File: config.mk
export PLATFORM = sky130hd
export DESIGN_NAME = pcs_tx_scramble_am_insert
export DESIGN_NICKNAME = d
export VERILOG_FILES = /design/src/pkg/pcs_tx_pkg.sv /design/src/logic/pcs_tx_scramble_am_insert.sv /design/src/logic/scrambler_257.sv
export VERILOG_INCLUDE_DIRS = /design/src /design/src/pkg
export SDC_FILE = /design/constraint.sdc
export NUM_CORES = 1
export LEC_CHECK = 0
export BUFFER_PORTS_ARGS = -buffer_cell sky130_fd_sc_hd__buf_2
export CAP_MARGIN = 5
export CORE_MARGIN = 1.5
export CORE_UTILIZATION = 50
export CTS_CLUSTER_SIZE = 24
export DETAILED_ROUTE_END_ITERATION = 7
export GPL_TIMING_DRIVEN = 0
export PLACE_DENSITY = 0.86
export SYNTH_ARGS = -nofsm -noshare
export SYNTH_HDL_FRONTEND = slang
export SYNTH_SLANG_ARGS = --single-unit
File: constraint.sdc
create_clock -name sys_clk -period 3.6 [get_ports sys_clk]
set_clock_uncertainty 0.05 [all_clocks]
set_input_delay 0.36 -clock sys_clk [delete_from_list [all_inputs] [get_ports sys_clk]]
set_output_delay 0.36 -clock sys_clk [all_outputs]
set_load 0.02 [all_outputs]
File: src/pkg/pcs_tx_consts.svh
// Functional notes
// (RULE_01) Scramble every 257-bit block, self-synchronizing
// (RULE_02) Scrambler polynomial 1+x^39+x^58, bit 0 first
// (RULE_03) Narrow group: eight lanes, 65-bit pad, status
// (RULE_04) Wide group: sixteen lanes, 133-bit pad, status
// (RULE_05) Group starts unit and preempts data
// (RULE_06) Pad from free-running nonzero PRBS9 x^9+x^5+1
// (RULE_07) Receiver ignores fixed and PRBS9 pads
// (RULE_08) Group inserted after scrambler, left unscrambled
// (RULE_09) Lane marker octet order, bit 0 first
// (RULE_10) Common octets equal across all lanes
// (RULE_11) Octets from lane table, LSB first
// (RULE_12) Status field is degrade flag then zeros
// (RULE_13) Narrow markers interleaved in 10-bit chunks
// (RULE_14) Narrow pad at group bits 960 to 1024
// (RULE_15) Narrow status at bits 1025 to 1027
// (RULE_16) Narrow group every 81920 block positions
// (RULE_17) Marker unit: group then 36 blocks
// (RULE_18) Plain unit: 40 consecutive scrambled blocks
// (RULE_19) Wide interleave 160k+20j, pad, status placement
// (RULE_20) Upstream deletes idles to leave room
// (RULE_21) Unit counter schedules group, input stalled
`ifndef PCS_TX_CONSTS_SVH
`define PCS_TX_CONSTS_SVH
`define BLOCK_W        257
`define UNIT_BLOCKS    40
`define MARKER_W       120
`define MARKER_OCTETS  15
`define CHUNK_W        10
`define CHUNK_ROWS     12
`define SCR_LEN        58
`define SCR_TAP_NEAR   38
`define SCR_TAP_FAR    57
`define SCR_SEED       58'h3ffffffffffffff
`define PRBS_LEN       9
`define PRBS_TAP_A     8
`define PRBS_TAP_B     4
`define PRBS_SEED      9'h1ff
`define BLOCKS_PER_LANE_PERIOD 10240
`endif

File: src/pkg/pcs_tx_pkg.sv
package pcs_tx_pkg;
  typedef logic [256:0] block_t;
  typedef enum logic {UNIT_DATA, UNIT_MARKER} unit_kind_e;
endpackage

File: src/logic/pcs_tx_scramble_am_insert.sv
`timescale 1ns/1ps
`include "pcs_tx_consts.svh"
module pcs_tx_scramble_am_insert
  import pcs_tx_pkg::*;
#(
  parameter int LANES         = 8,
  parameter int PERIOD_BLOCKS = LANES * `BLOCKS_PER_LANE_PERIOD
)(
  // Clock and reset
  input  wire logic   sys_clk,
  input  wire logic   rstn,
  // Transcoded blocks from upstream
  input  wire block_t inBlock,
  input  wire logic   inValid,
  output logic        inReady,
  // Degrade indication
  input  wire logic   fecDegradeFlag,
  // Output unit stream toward pre-FEC distribution
  output block_t      outBlock,
  output logic        outValid,
  output logic        outUnitStart,
  output logic        outMarker,
  input  wire logic   outReady
);
  // ----------------------------------------------------------------
  // Derived sizes
  // ----------------------------------------------------------------
  localparam int GROUP_SLOTS = LANES / 2;
  localparam int MAPPED_W    = LANES * `MARKER_W;
  localparam int PAD_W       = GROUP_SLOTS * `BLOCK_W - MAPPED_W - 3;
  localparam int GROUP_W     = MAPPED_W + PAD_W + 3;
  localparam int UNIT_PERIOD = PERIOD_BLOCKS / `UNIT_BLOCKS;
  localparam int ROW_W       = LANES * `CHUNK_W;
  localparam logic WIDE      = (LANES == 16);

  if (LANES != 8 && LANES != 16) begin : g_lanes_check
    $error("LANES must be 8 or 16");
  end
  if (PERIOD_BLOCKS % `UNIT_BLOCKS != 0 || UNIT_PERIOD < 1) begin : g_period_check
    $error("PERIOD_BLOCKS must be a positive multiple of a unit");
  end
  if (GROUP_W != GROUP_SLOTS * `BLOCK_W || PAD_W < 1) begin : g_group_check
    $error("group does not fill its slots");
  end

  // ----------------------------------------------------------------
  // Lane marker table, octets listed in send order
  // ----------------------------------------------------------------
  function automatic logic [`MARKER_W-1:0] laneRow(input int lane, input logic wide);
    case (lane)
      0:  laneRow = wide ? 120'h9a4a26b665b5d9d90171f326fe8e0c
                         : 120'h9a4a260565b5d9d6b3c08c294c3f73;
      1:  laneRow = 120'h9a4a260465b5d9675ade7e98a52181;
      2:  laneRow = 120'h9a4a264665b5d9fe3ef35601c10ca9;
      3:  laneRow = 120'h9a4a265a65b5d9848680d07b797f2f;
      4:  laneRow = 120'h9a4a26e165b5d9192a51f2e6d5ae0d;
      5:  laneRow = 120'h9a4a26f265b5d94e124fd1b1edb02e;
      6:  laneRow = 120'h9a4a263d65b5d9ee429ca111bd635e;
      7:  laneRow = 120'h9a4a262265b5d932d6765bcd2989a4;
      8:  laneRow = 120'h9a4a266065b5d99fe17375601e8c8a;
      9:  laneRow = 120'h9a4a266b65b5d9a271c43c5d8e3bc3;
      10: laneRow = 120'h9a4a26fa65b5d90495ebd8fb6a1427;
      11: laneRow = 120'h9a4a266c65b5d9712266388edd99c7;
      12: laneRow = 120'h9a4a261865b5d95ba2f695a45d096a;
      13: laneRow = 120'h9a4a261465b5d9cc3197c333ce683c;
      14: laneRow = 120'h9a4a26d065b5d9b1cafba64e350459;
      15: laneRow = 120'h9a4a26b465b5d956a6ba79a9594586;
      default: laneRow = '0;
    endcase
  endfunction

  // First listed octet goes to bits 7:0, each octet LSB first
  function automatic logic [`MARKER_W-1:0] laneMarker(input int lane, input logic wide);
    logic [`MARKER_W-1:0] row;
    row = laneRow(lane, wide);
    for (int n = 0; n < `MARKER_OCTETS; n++) begin
      laneMarker[8*n +: 8] = row[8*(`MARKER_OCTETS-1-n) +: 8]; // see RULE_09 RULE_10 RULE_11
    end
  endfunction

  // ----------------------------------------------------------------
  // State
  // ----------------------------------------------------------------
  logic [5:0]                   slot_q;
  logic [$clog2(UNIT_PERIOD+1):0] unitCnt_q;
  unit_kind_e                   unitKind_q;
  logic [`PRBS_LEN-1:0]         prbs_q;
  logic [`PRBS_LEN-1:0]         prbs_d;
  logic                         degrade_q;
  block_t                       outBlock_q;
  logic                         outValid_q;
  logic                         outUnitStart_q;
  logic                         outMarker_q;
  block_t                       scrambled;
  logic [GROUP_W-1:0]           mappedMarkerGroup;
  logic [PAD_W-1:0]             padBits;
  logic [2:0]                   markerStatusField;
  logic                         advance;
  logic                         inGroup;
  logic                         take;
  logic                         lastSlot;

  assign advance  = !outValid_q || outReady;
  assign inGroup  = (unitKind_q == UNIT_MARKER) && (slot_q < 6'(GROUP_SLOTS)); // see RULE_05
  assign inReady  = advance && !inGroup; // see RULE_21 RULE_20
  assign take     = inReady && inValid;
  assign lastSlot = (slot_q == 6'(`UNIT_BLOCKS - 1));

  scrambler_257 u_scrambler (
    .sys_clk (sys_clk),
    .rstn    (rstn),
    .dataIn  (inBlock),
    .advance (take),
    .dataOut (scrambled)
  );

  // ----------------------------------------------------------------
  // Group assembly
  // ----------------------------------------------------------------
  always_comb begin
    logic [`PRBS_LEN-1:0] p;
    logic                 b;
    b = 1'b0;
    p = prbs_q;
    padBits = '0;
    for (int i = 0; i < PAD_W; i++) begin
      b = p[`PRBS_TAP_A] ^ p[`PRBS_TAP_B]; // see RULE_06
      padBits[i] = b;
      p = {p[`PRBS_LEN-2:0], b};
    end
    prbs_d = p;
  end

  assign markerStatusField = {degrade_q, 2'b00}; // see RULE_12

  always_comb begin
    logic [`MARKER_W-1:0] lo;
    logic [`MARKER_W-1:0] hi;
    lo = '0;
    hi = '0;
    mappedMarkerGroup = '0;
    for (int k = 0; k < `CHUNK_ROWS; k++) begin
      for (int j = 0; j < LANES / 2; j++) begin
        lo = laneMarker(2 * j, WIDE);
        hi = laneMarker(2 * j + 1, WIDE);
        if (k % 2 == 0) begin // see RULE_13 RULE_19
          mappedMarkerGroup[ROW_W*k + 20*j +: `CHUNK_W]      = lo[`CHUNK_W*k +: `CHUNK_W];
          mappedMarkerGroup[ROW_W*k + 20*j + 10 +: `CHUNK_W] = hi[`CHUNK_W*k +: `CHUNK_W];
        end else begin
          mappedMarkerGroup[ROW_W*k + 20*j +: `CHUNK_W]      = hi[`CHUNK_W*k +: `CHUNK_W];
          mappedMarkerGroup[ROW_W*k + 20*j + 10 +: `CHUNK_W] = lo[`CHUNK_W*k +: `CHUNK_W];
        end
      end
    end
    mappedMarkerGroup[MAPPED_W +: PAD_W]     = padBits;           // see RULE_14 RULE_03 RULE_04
    mappedMarkerGroup[MAPPED_W + PAD_W +: 3] = markerStatusField; // see RULE_15
  end

  // ----------------------------------------------------------------
  // Unit sequencing
  // ----------------------------------------------------------------
  always_ff @(posedge sys_clk or negedge rstn) begin
    if (!rstn) begin
      slot_q     <= '0;
      unitCnt_q  <= '0;
      unitKind_q <= UNIT_MARKER;
    end else if ((inGroup && advance) || take) begin
      if (lastSlot) begin
        slot_q <= '0;
        if (unitCnt_q == ($bits(unitCnt_q))'(UNIT_PERIOD - 1)) begin // see RULE_16 RULE_21
          unitCnt_q  <= '0;
          unitKind_q <= UNIT_MARKER;
        end else begin
          unitCnt_q  <= unitCnt_q + 1'b1;
          unitKind_q <= UNIT_DATA;
        end
      end else begin
        slot_q <= slot_q + 1'b1;
      end
    end
  end

  // Pad pattern runs on across groups; status sampled up to the group's first
  // slot, so even the first group after reset carries the live degrade state
  always_ff @(posedge sys_clk or negedge rstn) begin
    if (!rstn) begin
      prbs_q    <= `PRBS_SEED;
      degrade_q <= 1'b0;
    end else begin
      if (inGroup && advance && slot_q == 6'(GROUP_SLOTS - 1)) begin
        prbs_q <= prbs_d; // see RULE_06
      end
      if (!inGroup || slot_q == '0) begin
        degrade_q <= fecDegradeFlag; // see RULE_12
      end
    end
  end

  // ----------------------------------------------------------------
  // Output register
  // ----------------------------------------------------------------
  always_ff @(posedge sys_clk or negedge rstn) begin
    if (!rstn) begin
      outBlock_q     <= '0;
      outValid_q     <= 1'b0;
      outUnitStart_q <= 1'b0;
      outMarker_q    <= 1'b0;
    end else if (advance) begin
      outValid_q     <= inGroup || inValid;
      outUnitStart_q <= (slot_q == '0) && (inGroup || inValid);
      outMarker_q    <= inGroup;
      if (inGroup) begin
        outBlock_q <= mappedMarkerGroup[`BLOCK_W*slot_q +: `BLOCK_W]; // see RULE_08 RULE_17
      end else if (inValid) begin
        outBlock_q <= scrambled; // see RULE_18 RULE_01
      end
    end
  end

  assign outBlock     = outBlock_q;
  assign outValid     = outValid_q;
  assign outUnitStart = outUnitStart_q;
  assign outMarker    = outMarker_q;
endmodule

File: src/logic/scrambler_257.sv
`timescale 1ns/1ps
`include "pcs_tx_consts.svh"
module scrambler_257
  import pcs_tx_pkg::*;
(
  // Clock and reset
  input  wire logic   sys_clk,
  input  wire logic   rstn,
  // Data
  input  wire block_t dataIn,
  input  wire logic   advance,
  output block_t      dataOut
);
  logic [`SCR_LEN-1:0] state_q;
  logic [`SCR_LEN-1:0] state_d;

  // Self-synchronizing: each output bit feeds the delay line
  always_comb begin
    logic [`SCR_LEN-1:0] s;
    s = state_q;
    dataOut = '0;
    for (int i = 0; i < `BLOCK_W; i++) begin
      dataOut[i] = dataIn[i] ^ s[`SCR_TAP_NEAR] ^ s[`SCR_TAP_FAR]; // see RULE_01 RULE_02
      s = {s[`SCR_LEN-2:0], dataOut[i]};
    end
    state_d = s;
  end

  always_ff @(posedge sys_clk or negedge rstn) begin
    if (!rstn) begin
      state_q <= `SCR_SEED;
    end else if (advance) begin
      state_q <= state_d;
    end
  end
endmodule

==> impl_metrics.tcl <==
set metrics [dict create \
    status "complete, but fails checks" \
    violations "negative setup slack" \
    dp.final_hpwl_um 82100 \
    grt_max_degree 122 \
    fmax_mhz 274 \
    reg2reg_from "u_scrambler.state_q[28]" \
    overflow 0 \
    syn_area_um2 21400 \
    r2r-end "outBlock[244]" \
    htree_levels 2 \
    crit_path_top_delay_cell "xnor2_1" \
    cp_num_cells 7 \
    critPathCaptureType "register" \
    design.final.nets 2801 \
    syn2layout_area_growth_pct 24.0 \
    vias 20000 \
    initial_core_util_pct 50.9 \
    ys_seq_area_share_pct 41.0 \
    synthFlopType "dfrtp_1" \
    vias_per_cell 6.41 \
    synth_edf_count 0 \
    netlist.area_leader.share_pct 32.7 \
    rows 75 \
    clk_path_buf_depth 3 \
    hold_path.class "in -> reg" \
    ys_types 51 \
    first_pass_iters 7 \
    setup_viol_count_final 14 \
    crit_type "reg -> reg" \
    synth-seq-cells 348 \
    fin_crit_sh_pct 101 \
    synth_top_area_cell "dfrtp_1" \
    crit_arrival_ns 4.07 \
    die_w_um 210 \
    routed_wl_um 105000 \
    ys_warn_count 0 \
    grt_usage_pct 47.3 \
    die_area_um2 44100 \
    avgSynthCellArea_um2 10.9 \
    hold_viol_final 0 \
    syn_inst 1964 \
    layout-drive-gt1-share_pct 29.9 \
    grt_antenna_before_repair 12 \
    grt_pass1_wl_um 145000 \
    clkSinkCount 348 \
    fp.coreArea_um2 42100 \
    crit_start "u_scrambler.state_q[28]" \
    clk_latency_ns 0.60 \
    cp-start-kind "register" \
    tightest_slew_ns 1.41 \
    rsz0062_at_grt "true" \
    slew_violations 0 \
    place_congestion 1.05 \
    async_flop_share_pct 100 \
    cp.required_ns 4.02 \
    crit_family "XOR/XNOR gates" \
    grt_pass1_vias 19800 \
    critPathMaxFanout 5 \
    crit_chain "xnor3_1 > xnor2_2 > xnor3_1 > xor3_1 > xnor2_1 > o21ai_0 > o21a_1" \
    syn_nets 2229 \
    crit_top_cell "xnor3_1" \
    clk_pin_slew_worst_paths_ns 0.06 \
    setup.worst_path.end "outBlock[244]" \
    synthTopCellsByArea "dfrtp_1 33%, xnor2_1 14%, xnor3_1 12%" \
    wire_per_inst_um 33.8 \
    max_cap_violations 0 \
    drt_iter0_markers 2537 \
    post_cts_buffers 0 \
    cts_tree "yes" \
    pre_cts_ws_ns -0.498 \
    detail-route-antenna-nets 0 \
    critPathBufInv 0 \
    drc_errors 0 \
    layout_common_cells "525 x buf_2, 337 x xnor2_1, 280 x dfrtp_1, 251 x o21ai_0, 206 x nand2_1" \
    reg2reg_depth 7 \
    postLayoutSetupSlackWorst_ns -0.0514 \
    root_buffer "clkbuf_16" \
    fillers 3412 \
    die_y_um 210 \
    max_slew_margin_pct 6.25 \
    final_common_cell "buf_2" \
    max_stage_delay_ns 0.64 \
    ios 523 \
    cts_buffers 40 \
    port_buffers 522 \
    min_period_ns 3.65 \
    r2r_slack_ns -0.05 \
]
[cell usage after synthesis, drive strengths merged (5+ instances only)]
master,n
a31oi,7
a221oi,6
nor2,99
o21a,26
mux2,6
a22o,12
o221ai,14
clkbuf,99
inv,5
a21o,14
o22ai,8
o22a,21
xor3,24
buf,12
nand4,5
dfrtp,280
a221o,22
nand2,206
o21ai,258
dfstp,68
xnor3,121
xnor2,356
a211oi,13
a21oi,101
and3,5
xor2,145
nand3,7
[flip-flops by register name (all words and copies together) (netlist names), 6 cells and up]
register / cells
prbs_q: 9
unitCnt_q: 13
outBlock: 257
slot_q: 6
u_scrambler.state_q: 58
[layer usage]
layer / vias to the layer above / global-route usage [%] / part of all wire (%)
met5: - / 0 / 0.044
met4: 8 / 32.4 / 8.1
met3: 473 / 14.9 / 13
met2: 1725 / 69.6 / 43
met1: 9879 / 59.7 / 35
li1: 7879 / - / -
[layout make-up]
cell class | count | area [µm²] | share of cell area, %
multi-input cells | 1499 | 12500 | 47.1
flip-flops and latches | 348 | 8790 | 33.1
repair buffers | 534 | 2800 | 10.5
clock buffers | 60 | 1170 | 4.39
well taps | 539 | 674 | 2.54
plain buffers | 107 | 462 | 1.74
clock inverters | 14 | 129 | 0.485
inverters | 6 | 22.5 | 0.0847
diodes | 8 | 20.0 | 0.0753
[tightest hold or removal path, cell delays in order]
cell and delay [ns]:
buf_2 0.09, xnor2_1 0.14, o21ai_0 0.08
[cell families (layout without fill, tap and decap cells)]
kind of cell | count (synthesis) | count (layout) | share of synthesized area [%]
xor+xnor | 646 | 646 | 36.1
compound gates | 508 | 508 | 14.1
other cells | 0 | 8 | 0
flops | 348 | 348 | 41.0
mux | 6 | 6 | 0.315
fa+ha+maj | 3 | 3 | 0.175
buf+inv | 117 | 721 | 2.07
simple gates | 336 | 336 | 6.22
[worst min path at each step]
stage	start	slack [ns]	cells after the start	end
2_1_floorplan	rstn	0.01	0	degrade_q
3_3_place_gp	unitCnt_q[8]	0.40	1	unitCnt_q[8]
3_5_place_dp	rstn	0.25	1	outBlock[67]
4_1_cts	inBlock[218]	0.04	3	u_scrambler.state_q[38]
5_1_grt	inBlock[218]	0.13	3	u_scrambler.state_q[38]
6_report	inBlock[218]	0.06	3	u_scrambler.state_q[38]
[stage by stage]
stage	utilization [%]	hold slack, ns	cell area, µm²	instances	setup TNS, ns
6_report	63.1	0.0596	26600	3115	-0.310
5_1_grt	63.1	0.129	26600	3111	-0.199
4_1_cts	62.5	0.0423	26300	3108	-0.0175
3_5_place_dp	59.1	0.253	24900	3034	-34.34
3_3_place_gp	58.7	0.404	24700	3025	-1539.78
2_1_floorplan	-	0.0144	21400	1964	0
[repair_timing]
| action | 4_1_cts | 5_1_grt |
|---|---|---|
| resized for setup | 39 | 63 |
| pin swaps | 1 | 0 |
| hold buffers | 3 | 0 |
| hold endpoints to repair | 55 | 0 |
| setup endpoints to repair | 186 | 246 |
Power is not shown: default switching activity piles up to over one toggle a cycle in this logic, so the estimate is an artifact.
